### config.mk
export PLATFORM = sky130hd
export DESIGN_NAME = tsi_slave
export DESIGN_NICKNAME = d
export VERILOG_FILES = /design/src/hdl/tsi_pkg.sv /design/src/hdl/tsi_sync.sv /design/src/hdl/tsi_slave.sv
export SDC_FILE = /design/constraint.sdc
export NUM_CORES = 1
export LEC_CHECK = 0
export BUFFER_PORTS_ARGS = -buffer_cell sky130_fd_sc_hd__buf_2
export CAP_MARGIN = 0
export CORE_MARGIN = 4
export CORE_UTILIZATION = 55
export CTS_BUF_LIST = sky130_fd_sc_hd__clkbuf_2 sky130_fd_sc_hd__clkbuf_4 sky130_fd_sc_hd__clkbuf_8
export DETAILED_ROUTE_END_ITERATION = 12
export PLACE_DENSITY = 0.79
export SLEW_MARGIN = 5
export SYNTH_ARGS = -nofsm -noshare
export SYNTH_HDL_FRONTEND = slang
export SYNTH_HIERARCHICAL = 1
export SYNTH_SLANG_ARGS = --single-unit
### constraint.sdc
create_clock -name core_clk -period 2 [get_ports core_clk]
set_input_delay 0 -clock core_clk [delete_from_list [all_inputs] [get_ports core_clk]]
set_output_delay 0 -clock core_clk [all_outputs]
set_load 0.05 [all_outputs]
### src/hdl/tsi_pkg.sv
package tsi_pkg;

   localparam int CLK_HZ      = 100_000_000;
   localparam int CLK_PER_US  = CLK_HZ / 1_000_000;

   // Bus timeout: a line held low this long inside a frame drops the interface
   localparam int TIMEOUT_MS  = 28;
   localparam int TIMEOUT_CYC = TIMEOUT_MS * (CLK_HZ / 1000);

   // Spike suppression on the sampled lines; a longest time, so it rounds down
   localparam int FILT_FM_NS  = 50;
   localparam int FILT_HS_NS  = 10;
   localparam int FILT_FM_RAW = (FILT_FM_NS * CLK_PER_US) / 1000;
   localparam int FILT_HS_RAW = (FILT_HS_NS * CLK_PER_US) / 1000;
   localparam int FILT_FM_CYC = (FILT_FM_RAW < 1) ? 1 : FILT_FM_RAW;
   localparam int FILT_HS_CYC = (FILT_HS_RAW < 1) ? 1 : FILT_HS_RAW;
   localparam int FILT_W      = 4;

   // Bus addresses and command bytes
   localparam logic [4:0] ADDR_FIXED   = 5'h12;
   localparam logic [6:0] GC_ADDR      = 7'h00;
   localparam logic [7:0] ARA_BYTE     = 8'h19;
   localparam logic [7:0] GC_LATCH     = 8'h04;
   localparam logic [7:0] GC_RESET     = 8'h06;
   localparam logic [4:0] HS_CODE_HI   = 5'h01;

   // Pointer after power-up, and the pointer value of the configuration register
   localparam logic [7:0] PTR_RST      = 8'h00;
   localparam logic [7:0] CFG_PTR_DFLT = 8'h01;
   localparam logic [1:0] ASEL_RST     = 2'h0;

   typedef enum logic [2:0] {
      ST_IDLE = 3'b000,
      ST_RX   = 3'b001,
      ST_RACK = 3'b011,
      ST_TX   = 3'b010,
      ST_MACK = 3'b110,
      ST_WAIT = 3'b100
   } tsi_state_t;

   // What the byte now on the bus means
   typedef enum logic [2:0] {
      K_ADDR = 3'h0,
      K_PTR  = 3'h1,
      K_MSB  = 3'h2,
      K_LSB  = 3'h3,
      K_GC   = 3'h4,
      K_RD   = 3'h5,
      K_ARA  = 3'h6
   } tsi_kind_t;

   typedef struct packed {
      logic       msb_stb;
      logic       lsb_stb;
      logic [7:0] data;
   } tsi_wr_t;

endpackage

### src/hdl/tsi_sync.sv
`timescale 1ns/1ps
module tsi_sync #(
   parameter int WIDTH = 3
) (
   input  wire logic             core_clk,
   input  wire logic             resetn,
   input  wire logic [WIDTH-1:0] d,
   output logic      [WIDTH-1:0] q
);

   genvar gi;
   generate
      for (gi = 0; gi < WIDTH; gi++) begin : g_bit
         logic meta_q;
         logic hold_q;
         // Idle bus lines are high, so both stages start high
         always_ff @(posedge core_clk or negedge resetn) begin
            if (!resetn) begin
               meta_q <= 1'b1;
               hold_q <= 1'b1;
            end else begin
               meta_q <= d[gi];
               hold_q <= meta_q;
            end
         end
         assign q[gi] = hold_q;
      end
   endgenerate

endmodule // tsi_sync

### src/hdl/tsi_slave.sv
// How it works
// - First byte after our write address is stored as the pointer.
// - Reads return the pointed register; reads never change the pointer.
// - A write of address plus pointer only is accepted and acknowledged.
// - Two-byte values travel upper byte first, then lower byte.
// - Receiver acknowledges address, pointer and each data byte; data goes to register.
// - A write ending after the upper byte updates that upper byte alone.
// - On read address, send upper then lower byte, each with master ack slot.
// - Master not-acknowledge makes the device release SDA.
// - Alert response address with event line active: acknowledge, return address plus status.
// - Status bit is 1 for upper_limit event, 0 for lower_limit event.
// - Arbitrate while sending; in interrupt mode winner clears event line at completion, loser keeps it.
// - Acknowledge general-call address with write direction and act on next byte.
// - General-call 00000100 re-samples addr_select_pin without register reset.
// - General-call 00000110 returns all registers to power-up values.
// - General-call address-acquire command causes no address action.
// - High-speed master code is not acknowledged but selects high-speed filtering.
// - High-speed filtering stays through repeated starts, ends at stop.
// - SCL or SDA low 28 ms inside a frame resets the interface.
// - Receiver keeps acknowledging data bytes as long as they arrive.
// - Acknowledging side holds SDA low across the whole acknowledge clock pulse.
// - Address is 10010xx; low bits from pin tied to ground, supply, SDA or SCL.
// - Address pin level is sampled at the start of each communication.
// - In interrupt mode the event line clears by config read, alert response, reset.
// - Alert response clears only the line; config read clears flags and line.
`timescale 1ns/1ps
module tsi_slave
   import tsi_pkg::*;
#(
   parameter int         TIMEOUT_CYCLES = TIMEOUT_CYC,
   parameter logic [7:0] CFG_PTR        = CFG_PTR_DFLT
) (
   input  wire logic       core_clk,
   input  wire logic       resetn,
   input  wire logic       scl_pin,
   input  wire logic       sda_pin,
   input  wire logic       addr_select_pin,
   input  wire logic       limit_event_line,
   input  wire logic       event_over,
   input  wire logic       interrupt_mode_select,
   input  wire logic [7:0] rd_msb,
   input  wire logic [7:0] rd_lsb,
   output logic            sda_o_q,
   output logic            sda_oe_q,
   output logic [7:0]      ptr_q,
   output tsi_wr_t         wr_q,
   output logic            cfg_read_stb_q,
   output logic            alert_clr_stb_q,
   output logic            gc_reset_stb_q,
   output logic [6:0]      bus_addr_q,
   output logic            hs_mode_q,
   output logic            busy_q
);

   localparam int TO_W = $clog2(TIMEOUT_CYCLES + 1);

   logic [2:0]        raw;
   logic [1:0]        filt;
   logic [FILT_W-1:0] flim;
   logic              scl_d_q;
   logic              sda_d_q;
   logic              scl_rise;
   logic              scl_fall;
   logic              start_ev;
   logic              stop_ev;
   logic              timeout_ev;
   logic              decide_ev;
   logic [TO_W-1:0]   to_cnt_q;

   tsi_state_t        state_q;
   tsi_kind_t         kind_q;
   tsi_kind_t         nk_c;
   logic [2:0]        cnt_q;
   logic [7:0]        sh_q;
   logic              have_q;
   logic              first_q;
   logic              tx_lsb_q;
   logic              ack_c;
   logic              hs_c;
   logic [7:0]        rd_next;

   logic              pin_hi_q;
   logic              pin_lo_q;
   logic              pin_ne_sda_q;
   logic [1:0]        asel_q;
   logic [1:0]        cls_now;
   logic [6:0]        own_addr;

   // Lines and strap pass the two-flop synchroniser before anything looks at them
   tsi_sync #(.WIDTH(3)) u_sync (
      .core_clk (core_clk),
      .resetn   (resetn),
      .d        ({addr_select_pin, sda_pin, scl_pin}),
      .q        (raw)
   );

   assign flim = hs_mode_q ? FILT_W'(FILT_HS_CYC - 1) : FILT_W'(FILT_FM_CYC - 1);

   // Filter index 0 is SCL, 1 is SDA; a level must hold flim+1 cycles to pass
   genvar gi;
   generate
      for (gi = 0; gi < 2; gi++) begin : g_filt
         logic              f_q;
         logic [FILT_W-1:0] c_q;
         always_ff @(posedge core_clk or negedge resetn) begin
            if (!resetn) begin
               f_q <= 1'b1;
               c_q <= '0;
            end else if (raw[gi] == f_q) begin
               c_q <= '0;
            end else if (c_q >= flim) begin
               f_q <= raw[gi];
               c_q <= '0;
            end else begin
               c_q <= c_q + 1'b1;
            end
         end
         assign filt[gi] = f_q;
      end
   endgenerate

   always_ff @(posedge core_clk or negedge resetn) begin
      if (!resetn) begin
         scl_d_q <= 1'b1;
         sda_d_q <= 1'b1;
      end else begin
         scl_d_q <= filt[0];
         sda_d_q <= filt[1];
      end
   end

   assign scl_rise  = filt[0] & ~scl_d_q;
   assign scl_fall  = ~filt[0] & scl_d_q;
   assign start_ev  = filt[0] & scl_d_q & sda_d_q & ~filt[1];
   assign stop_ev   = filt[0] & scl_d_q & ~sda_d_q & filt[1];
   assign decide_ev = (state_q == ST_RX) && scl_fall && have_q;

   // Timeout counts any low line while a frame is open; idle needs both high anyway
   always_ff @(posedge core_clk or negedge resetn) begin
      if (!resetn) begin
         to_cnt_q <= '0;
      end else if (state_q == ST_IDLE || (filt[0] && filt[1]) || timeout_ev) begin
         to_cnt_q <= '0;
      end else begin
         to_cnt_q <= to_cnt_q + 1'b1;
      end
   end
   assign timeout_ev = (to_cnt_q == TO_W'(TIMEOUT_CYCLES - 1));

   // Strap classification: tied to ground or supply never moves; tied to a line,
   // it follows that line through the byte just received
   function automatic logic [1:0] classify(input logic hi, input logic lo, input logic ne);
      logic [1:0] r;
      r = 2'b11;
      if (!hi) begin
         r = 2'b00;
      end else if (!lo) begin
         r = 2'b01;
      end else if (!ne) begin
         r = 2'b10;
      end
      return r;
   endfunction

   always_ff @(posedge core_clk or negedge resetn) begin
      if (!resetn) begin
         pin_hi_q     <= 1'b0;
         pin_lo_q     <= 1'b0;
         pin_ne_sda_q <= 1'b0;
      end else if (start_ev || state_q == ST_RACK) begin
         pin_hi_q     <= 1'b0;
         pin_lo_q     <= 1'b0;
         pin_ne_sda_q <= 1'b0;
      end else if (state_q == ST_RX) begin
         pin_hi_q     <= pin_hi_q | raw[2];
         pin_lo_q     <= pin_lo_q | ~raw[2];
         pin_ne_sda_q <= pin_ne_sda_q | (raw[2] ^ raw[1]);
      end
   end

   assign cls_now  = classify(pin_hi_q, pin_lo_q, pin_ne_sda_q);
   assign own_addr = {ADDR_FIXED, cls_now};

   // Latched strap: refreshed by each address byte and by the latch command
   always_ff @(posedge core_clk or negedge resetn) begin
      if (!resetn) begin
         asel_q <= ASEL_RST;
      end else if (decide_ev && kind_q == K_ADDR) begin
         asel_q <= cls_now;
      end else if (decide_ev && kind_q == K_GC && sh_q == GC_LATCH) begin
         asel_q <= cls_now;
      end
   end

   // Meaning of a completed byte, resolved on the falling edge after bit 8
   always_comb begin
      ack_c = 1'b0;
      hs_c  = 1'b0;
      nk_c  = kind_q;
      case (kind_q)
         K_ADDR: begin
            if (sh_q[7:1] == own_addr) begin
               ack_c = 1'b1;
               nk_c  = sh_q[0] ? K_RD : K_PTR;
            end else if (sh_q == ARA_BYTE && limit_event_line) begin
               ack_c = 1'b1;
               nk_c  = K_ARA;
            end else if (sh_q[7:1] == GC_ADDR && !sh_q[0]) begin
               ack_c = 1'b1;
               nk_c  = K_GC;
            end else if (sh_q[7:3] == HS_CODE_HI && first_q) begin
               hs_c  = 1'b1;
            end
         end
         K_PTR: begin
            ack_c = 1'b1;
            nk_c  = K_MSB;
         end
         K_MSB: begin
            ack_c = 1'b1;
            nk_c  = K_LSB;
         end
         K_LSB: begin
            ack_c = 1'b1;
            nk_c  = K_MSB;
         end
         K_GC: begin
            // Every command byte is taken; only latch and reset act
            ack_c = 1'b1;
            nk_c  = K_GC;
         end
         default: begin
            ack_c = 1'b0;
         end
      endcase
   end

   assign rd_next = tx_lsb_q ? rd_lsb : rd_msb;

   // Bit and byte engine; SDA only changes just after SCL falls, so the
   // acknowledge and data bits are steady over the whole high phase
   always_ff @(posedge core_clk or negedge resetn) begin
      if (!resetn) begin
         state_q  <= ST_IDLE;
         kind_q   <= K_ADDR;
         cnt_q    <= 3'h0;
         sh_q     <= 8'h00;
         have_q   <= 1'b0;
         first_q  <= 1'b0;
         tx_lsb_q <= 1'b0;
         sda_oe_q <= 1'b0;
      end else if (timeout_ev) begin
         state_q  <= ST_IDLE;
         sda_oe_q <= 1'b0;
      end else if (start_ev) begin
         state_q  <= ST_RX;
         kind_q   <= K_ADDR;
         cnt_q    <= 3'h0;
         have_q   <= 1'b0;
         first_q  <= 1'b1;
         sda_oe_q <= 1'b0;
      end else if (stop_ev) begin
         state_q  <= ST_IDLE;
         sda_oe_q <= 1'b0;
      end else begin
         case (state_q)
            ST_RX: begin
               if (scl_rise && !have_q) begin
                  sh_q  <= {sh_q[6:0], filt[1]};
                  cnt_q <= cnt_q + 3'h1;
                  if (cnt_q == 3'h7) begin
                     have_q <= 1'b1;
                  end
               end else if (decide_ev) begin
                  first_q <= 1'b0;
                  if (ack_c) begin
                     state_q  <= ST_RACK;
                     kind_q   <= nk_c;
                     sda_oe_q <= 1'b1;
                  end else begin
                     state_q  <= ST_WAIT;
                  end
               end
            end
            ST_RACK: begin
               if (scl_fall) begin
                  cnt_q  <= 3'h0;
                  have_q <= 1'b0;
                  if (kind_q == K_RD) begin
                     state_q  <= ST_TX;
                     sh_q     <= rd_msb;
                     sda_oe_q <= ~rd_msb[7];
                     tx_lsb_q <= 1'b1;
                  end else if (kind_q == K_ARA) begin
                     state_q  <= ST_TX;
                     sh_q     <= {bus_addr_q, event_over};
                     sda_oe_q <= ~bus_addr_q[6];
                  end else begin
                     state_q  <= ST_RX;
                     sda_oe_q <= 1'b0;
                  end
               end
            end
            ST_TX: begin
               if (scl_rise && kind_q == K_ARA && sh_q[7] && !filt[1]) begin
                  state_q  <= ST_WAIT;
                  sda_oe_q <= 1'b0;
               end else if (scl_fall) begin
                  if (cnt_q == 3'h7) begin
                     state_q  <= ST_MACK;
                     sda_oe_q <= 1'b0;
                  end else begin
                     cnt_q    <= cnt_q + 3'h1;
                     sh_q     <= {sh_q[6:0], 1'b1};
                     sda_oe_q <= ~sh_q[6];
                  end
               end
            end
            ST_MACK: begin
               if (scl_rise && (filt[1] || kind_q == K_ARA)) begin
                  state_q <= ST_WAIT;
               end else if (scl_fall) begin
                  state_q  <= ST_TX;
                  cnt_q    <= 3'h0;
                  sh_q     <= rd_next;
                  sda_oe_q <= ~rd_next[7];
                  tx_lsb_q <= ~tx_lsb_q;
               end
            end
            ST_WAIT: begin
               sda_oe_q <= 1'b0;
            end
            default: begin
               state_q  <= ST_IDLE;
               sda_oe_q <= 1'b0;
            end
         endcase
      end
   end

   // Pointer survives any number of reads; only a pointer byte or reset moves it
   always_ff @(posedge core_clk or negedge resetn) begin
      if (!resetn) begin
         ptr_q <= PTR_RST;
      end else if (decide_ev && kind_q == K_GC && sh_q == GC_RESET) begin
         ptr_q <= PTR_RST;
      end else if (decide_ev && kind_q == K_PTR) begin
         ptr_q <= sh_q;
      end
   end

   // Each data byte is strobed when it completes, so a write cut short after
   // the upper byte leaves the lower byte untouched
   always_ff @(posedge core_clk or negedge resetn) begin
      if (!resetn) begin
         wr_q <= '0;
      end else begin
         wr_q.msb_stb <= decide_ev && kind_q == K_MSB;
         wr_q.lsb_stb <= decide_ev && kind_q == K_LSB;
         if (decide_ev) begin
            wr_q.data <= sh_q;
         end
      end
   end

   // Event-line side effects for the comparator logic outside this block
   always_ff @(posedge core_clk or negedge resetn) begin
      if (!resetn) begin
         cfg_read_stb_q  <= 1'b0;
         alert_clr_stb_q <= 1'b0;
         gc_reset_stb_q  <= 1'b0;
      end else begin
         cfg_read_stb_q  <= (state_q == ST_RACK) && scl_fall && !start_ev && !stop_ev &&
                            !timeout_ev && kind_q == K_RD && ptr_q == CFG_PTR;
         alert_clr_stb_q <= (state_q == ST_MACK) && scl_rise && kind_q == K_ARA &&
                            !start_ev && !stop_ev && !timeout_ev &&
                            interrupt_mode_select;
         gc_reset_stb_q  <= decide_ev && kind_q == K_GC && sh_q == GC_RESET;
      end
   end

   // Held across repeated starts; only a stop or a dropped frame ends it
   always_ff @(posedge core_clk or negedge resetn) begin
      if (!resetn) begin
         hs_mode_q <= 1'b0;
      end else if (stop_ev || timeout_ev) begin
         hs_mode_q <= 1'b0;
      end else if (decide_ev && hs_c) begin
         hs_mode_q <= 1'b1;
      end
   end

   always_ff @(posedge core_clk or negedge resetn) begin
      if (!resetn) begin
         bus_addr_q <= {ADDR_FIXED, ASEL_RST};
         busy_q     <= 1'b0;
         sda_o_q    <= 1'b0;
      end else begin
         bus_addr_q <= {ADDR_FIXED, asel_q};
         busy_q     <= (state_q != ST_IDLE);
         sda_o_q    <= 1'b0;
      end
   end

endmodule // tsi_slave

# Word-level counts from Yosys, hierarchy flattened
# Index checks and enable logic that the tools add are counted.
# classes
n_addsub	4
bitwise	25
reduce_logical	70
n_lt_le_gt_ge	2
eq_ne	50
mux	106
# op_table
cell	count
two-way mux 8 bit	12
two-way mux 3 bit	31
two-way mux 1 bit	44
one-hot mux 8 bit (4 select lines)	1
logical AND 1 bit	31
inequality test 5 bit (second input constant)	6
one-hot mux 3 bit (4 select lines)	2
AND reduction 8 bit	3
adder 22 x 1 -> 22 bit (second input constant)	1
equality test 22 bit (second input constant)	1
two-way mux 22 bit	1
equality test 3 bit (second input constant)	6
inequality test 2 bit (second input constant)	9
inequality test 3 bit (second input constant)	6
inequality test 6 bit (second input constant)	3
equality test 8 x 3 -> 1 bit (second input constant)	2
two-way mux 4 bit	4
nonzero test 2 bit	8
one-hot mux 3 bit (5 select lines)	1
NOT 1 bit	14
AND reduction 7 bit	2
equality test 3 x 2 -> 1 bit (second input constant)	4
two-way mux 2 bit	6
AND reduction 12 bit	1
other kinds (30)	58
# word_totals
word_cells	292
out_inout_bits	32
in_bits	24
reg_bits	91

# Longest topological paths before layout
# logic_depth
ltp_word	13
ltp_mapped	10
depth_no_buf	8

# Hierarchy
# The synthesis kept the hierarchy.
# modules_own_cells
mod	area_each_um2	seq_area_each_um2	cells_per_inst	n_inst
tsi_slave	4555.6	2132.0	484	1
tsi_sync	180.2	157.7	9	1

# Worst setup path before layout
# Ideal clock, no wire load.
# synth_path
path_type	register to register
startpoint	reg to_cnt_q[18]
endpoint	reg sh_q[1]
n_path_buf	2
t_arrival_ns	2.053
period_less_slack_ns	2.178
path_stages_with_launch	8
setup_ns	0.125
path_slack_ns	-0.178
required_time_ns	1.875
cell_sequence	dfrtp_1 or4_1 nor4_2 nand2b_1 buf_4 nand3b_1 buf_4 mux2_2
# synth_between
elab_chain_cells	3
# synth_lines
item	line_no	text
start: declaration	tsi_slave.sv:68	logic [TO_W-1:0] to_cnt_q;
start signal: assignment	tsi_slave.sv:145	to_cnt_q <= to_cnt_q + 1'b1;
equality test 22 bit	tsi_slave.sv:148	assign timeout_ev = (to_cnt_q == TO_W'(TIMEOUT_CYCLES - 1));
NOT 1 bit (no source line)	--	
AND reduction 12 bit (no source line)	--	
end signal: assignment	tsi_slave.sv:269	sh_q <= {sh_q[6:0], filt[1]};
end signal: assignment	tsi_slave.sv:291	sh_q <= rd_msb;
end signal: assignment	tsi_slave.sv:296	sh_q <= {bus_addr_q, event_over};
end: declaration	tsi_slave.sv:74	logic [7:0] sh_q;
# No other way between the ends.
# A chain may end at the register's enable or synchronous reset.

# Final worst setup path
# layout_path
startpoint	reg sh_q[5]
endpoint	reg sda_oe_q
# layout_between
elab_chain_cells	8
word_cells_on_any_way	11
cone_classes	eq/ne (3); mux (4); reduce/logical (4)
# layout_lines
item	line_no	text
zero test 7 bit	tsi_slave.sv:208	end else if (sh_q[7:1] == GC_ADDR && !sh_q[0]) begin
logical AND 1 bit	tsi_slave.sv:208	
two-way mux 1 bit	tsi_slave.sv:208	
two-way mux 1 bit	tsi_slave.sv:205	end else if (sh_q == ARA_BYTE && limit_event_line) begin
two-way mux 1 bit (*)	tsi_slave.sv:202	if (sh_q[7:1] == own_addr) begin
one-hot mux 1 bit (2 select lines) (*)	tsi_slave.sv:200	case (kind_q)
inequality test 5 bit (no source line) (*)	--	
AND reduction 7 bit (no source line) (*)	--	
end signal: assignment	tsi_slave.sv:292	sda_oe_q <= ~rd_msb[7];
end signal: assignment	tsi_slave.sv:297	sda_oe_q <= ~bus_addr_q[6];
end signal: assignment	tsi_slave.sv:315	sda_oe_q <= ~sh_q[6];
end: declaration	tsi_slave.sv:44	output logic sda_oe_q,
# Every way passes the cells marked *; elsewhere a longest branch is shown, timed or not.

==> results.toml <==
[detailed_routing]
num_vias = 4184
wirelength_um = 12000
first_iter_violations = 343
detail_route.wl_per_cell_um = 16.7
drc = 0
vias_per_cell = 5.82
drt_pass1_iterations = 7
detail-route-antenna-nets = 0

[power]
p_int_mw = 4.33
pwr-share-comb_pct = 43.6
switching_power_mw = 2.58
clkPwrFrac_pct = 20.4
p_leak_nw = 2.93
power.density_mw_per_mm2 = 1150
peakVddDrop_v = 0.000792
seq_power_share_pct = 36.0
switching_share_pct = 37.4

[clock_network]
cts-root-buf = "clkbuf_8"
cts.sinks = 91
cts_buffers = 9
cts_tree = "yes"
htreeDepth = 3
path_clk_slew_ns = 0.10
clock_latency_ns = 0.37
cts_buffer_depth = 2

[global_route]
grt_pass1_wl_um = 19400
antenna_found_initial = 0
grt-ovfl-total = 0
grt_usage_pct = 24.0
grt_pass1_vias = 4130
grt_max_degree = 53

[worst_setup_path]
crit_chain = "or4_4 > o32ai_4 > a2111oi_2 > a21o_1 > a211oi_2 > mux2i_1 > nor2_1"
cp-end-kind = "register"
critPathMaxStageDelay_ns = 0.59
cp.required_ns = 2.26
r2r_cells = 7
crit_cells = 7
timing.rr.end = "sda_oe_q"
start_kind = "register"
crit_type = "register to register"
arrival_ns = 2.43
crit_path_max_fanout = 3
critPathBufInv = 0
r2r_setup_slack_ns = -0.17
crit_slowest_cell = "or4_4"
crit_family = "compound AO/OA/AOI/OAI gates"
reg2reg_from = "sh_q[5]"

[logic_synthesis]
syn_inst = 493
syn_avg_cell_area_um2 = 9.61
synthFlopType = "dfrtp_1"
synth-edff-count = 0
seq_area_frac_synth_pct = 48.3
syn-cell-area_mm2 = 0.00474
ys_seq_elements = 91
async_flop_share_pct = 100
yosysUniqueCellTypes = 71
yosys_warnings = 6

[cells_and_area]
diodes = 0
seq_area_mm2 = 0.00229
drive_above_1_share_pct = 31.6
multi_input_area_mm2 = 0.00227
area_growth_pct = 26.6
instances_no_fill = 719
final_nets = 642
filler_cell_count = 586

[sta]
rsz0062_at_grt = "true"
worstMarginPinSlew_ns = 0.529
fin_tns_setup_ns = -1.85
relSlewSlack_pct = 64.8
finClkSkew_ns = 0.0174
min_period_ns = 2.17
fin_ws_ns = -0.167
hold_viol = 0
drv_slew = 0
timing.final.crit_share_pct = 108
setup_viol = 22
max_freq_mhz = 462

[min_path]
min_to = "sh_q[6]"
holdPathStages = 3
hp-start = "rd_msb[6]"
hold_class = "input port to register"

[placed_design]
dp_cells = 687
dp_hpwl_um = 8600
portBuffers = 49
place_ws_ns = -0.154
gp_congestion = 0.995

[run_status]
violations = "setup timing"
status = "finished, violations left"

[run]
max-cap-violations = 0

[die]
core_mm2 = 0.00830
die_h_um = 101
chipWidth_um = 101
initial_core_util_pct = 57.1
pin_count = 56
die_area_mm2 = 0.0102
row_count = 33
through the flow:
| step | util [%] | power [mW] | hold WS (ns) | area [µm²] |
|---|---|---|---|---|
| floorplan | - | 4.17 | -0.296 | 4780 |
| global route | 72.2 | 7.30 | 0.0364 | 5990 |
| CTS | 70.9 | 6.77 | 0.00662 | 5880 |
| detailed placement | 66.5 | 5.26 | 0.00803 | 5520 |
| finish | 72.2 | 6.92 | 0.00761 | 5990 |
| global placement | 66.5 | 5.17 | 0.000779 | 5520 |
Yosys cell counts, types with 3 or more instances:
cell / number / area share, %
buf_2: 9 / 0.95
ha_1: 9 / 2.4
buf_4: 12 / 1.9
nand2b_1: 5 / 0.66
a31oi_1: 3 / 0.40
mux2_2: 5 / 1.2
nor4_1: 6 / 0.79
xnor2_1: 9 / 1.7
a222oi_1: 4 / 0.85
xor2_1: 16 / 3.0
clkbuf_1: 11 / 0.87
nand3_1: 15 / 1.6
mux2i_1: 9 / 1.9
dfstp_2: 10 / 5.5
nand2_1: 63 / 5.0
nand4_1: 6 / 0.79
inv_1: 23 / 1.8
a21oi_1: 12 / 1.3
nor2_1: 62 / 4.9
and3_1: 11 / 1.5
or2_2: 4 / 0.53
a211oi_1: 4 / 0.63
a22o_1: 7 / 1.3
nor3_1: 7 / 0.74
mux2_1: 5 / 1.2
o21ai_0: 21 / 2.2
nor2b_1: 7 / 0.92
o221ai_1: 3 / 0.55
dfrtp_1: 81 / 43
o22ai_1: 3 / 0.40
a22oi_1: 4 / 0.63
timing repair:
action | CTS | global route
pin swaps | 1 | 8
gates resized for setup | 9 | 23
buffers inserted | 3 | 5
hold buffers | 8 | 0
setup endpoints to repair | 47 | 50
endpoints found under the hold margin | 45 | 0
power groups by stage:
| stage | clock network [mW] | registers [mW] | logic [mW] |
|---|---|---|---|
| finish | 1.41 | 2.49 | 3.01 |
| global placement | 0 | 2.48 | 2.69 |
| CTS | 1.43 | 2.47 | 2.87 |
| detailed placement | 0 | 2.50 | 2.76 |
| global route | 1.50 | 2.53 | 3.26 |
| floorplan | 0 | 2.42 | 1.75 |
kinds of logic after synthesis:
| family | Yosys count | synth area share [%] |
|---|---|---|
| adders and majority gates | 10 | 2.59 |
| and+or+nand+nor | 203 | 20.4 |
| muxes | 19 | 4.28 |
| DFF | 91 | 48.3 |
| AOI/OAI and AO/OA | 85 | 13.5 |
| buffers and inverters | 58 | 6.10 |
| xor gates and xnor gates | 25 | 4.62 |
| other | 2 | 0.159 |
area by class of cell:
| type | instances | share of cell area, % |
|---|---|---|
| clock buffers | 11 | 2.32 |
| clock inverters | 5 | 1.46 |
| well taps | 105 | 2.19 |
| repair buffers | 136 | 16.4 |
| multi-input cells | 348 | 38.0 |
| flip-flops and latches | 91 | 38.2 |
| inverters | 23 | 1.44 |
placed cells by master, fill, tap and decap left out, drive strengths merged, types with 4 or more instances in the layout:
| cell type | netlist | layout |
|---|---|---|
| ha | 9 | 9 |
| and3 | 11 | 11 |
| mux2 | 10 | 10 |
| dfrtp | 81 | 81 |
| nor2 | 63 | 63 |
| nor4 | 7 | 7 |
| xnor2 | 9 | 9 |
| mux2i | 9 | 9 |
| xor2 | 16 | 16 |
| nand2 | 63 | 63 |
| nand3 | 16 | 16 |
| a22oi | 4 | 4 |
| clkbuf | 11 | 11 |
| a211oi | 5 | 5 |
| nor3 | 7 | 7 |
| a21oi | 12 | 12 |
| a222oi | 4 | 4 |
| nand2b | 5 | 5 |
| conb | 2 | 6 |
| buf | 24 | 128 |
| or2 | 5 | 5 |
| nor2b | 7 | 7 |
| dlygate4sd3 | 0 | 8 |
| dfstp | 10 | 10 |
| inv | 23 | 24 |
| o21ai | 23 | 23 |
| nand4 | 6 | 6 |
| a22o | 7 | 7 |
metal layers:
layer  GRT usage, %  share of wire (%)  vias to the layer above  wire [µm]
li1               -                  -                     1928          -
met1           31.3                 41                     2007       4950
met3           3.67                8.1                       33        967
met4           10.8                3.1                        0        369
met5              0                  0                        -          0
met2           39.5                 48                      216       5710
worst max path at each step:
| stage | startpoint | to | slack (ns) |
|---|---|---|---|
| after floorplan | to_cnt_q[10] | sh_q[0] | -0.15 |
| after global placement | sh_q[5] | sda_oe_q | -0.09 |
| after detailed placement | sh_q[5] | sda_oe_q | -0.15 |
| after CTS | sh_q[5] | sda_oe_q | -0.13 |
| after global routing | sh_q[5] | sda_oe_q | -0.25 |
| final | sh_q[5] | sda_oe_q | -0.17 |
state kept, by name, indices dropped and copies added (netlist names), 3 cells and up:
register,cells
to_cnt_q,22
wr_q,10
g_filt.c_q,8
ptr_q,8
sh_q,8
cnt_q,3
kind_q,3
state_q,3
u_sync/g_bit.hold_q,3
u_sync/g_bit.meta_q,3
worst register-to-register path, cell delays in order (launching register included):
cell       delay (ns)
dfrtp_1          0.40
or4_4            0.59
o32ai_4          0.30
a2111oi_2        0.11
a21o_1           0.21
a211oi_2         0.20
mux2i_1          0.22
nor2_1           0.05
Note: power is estimated with default switching activity, not from simulation.
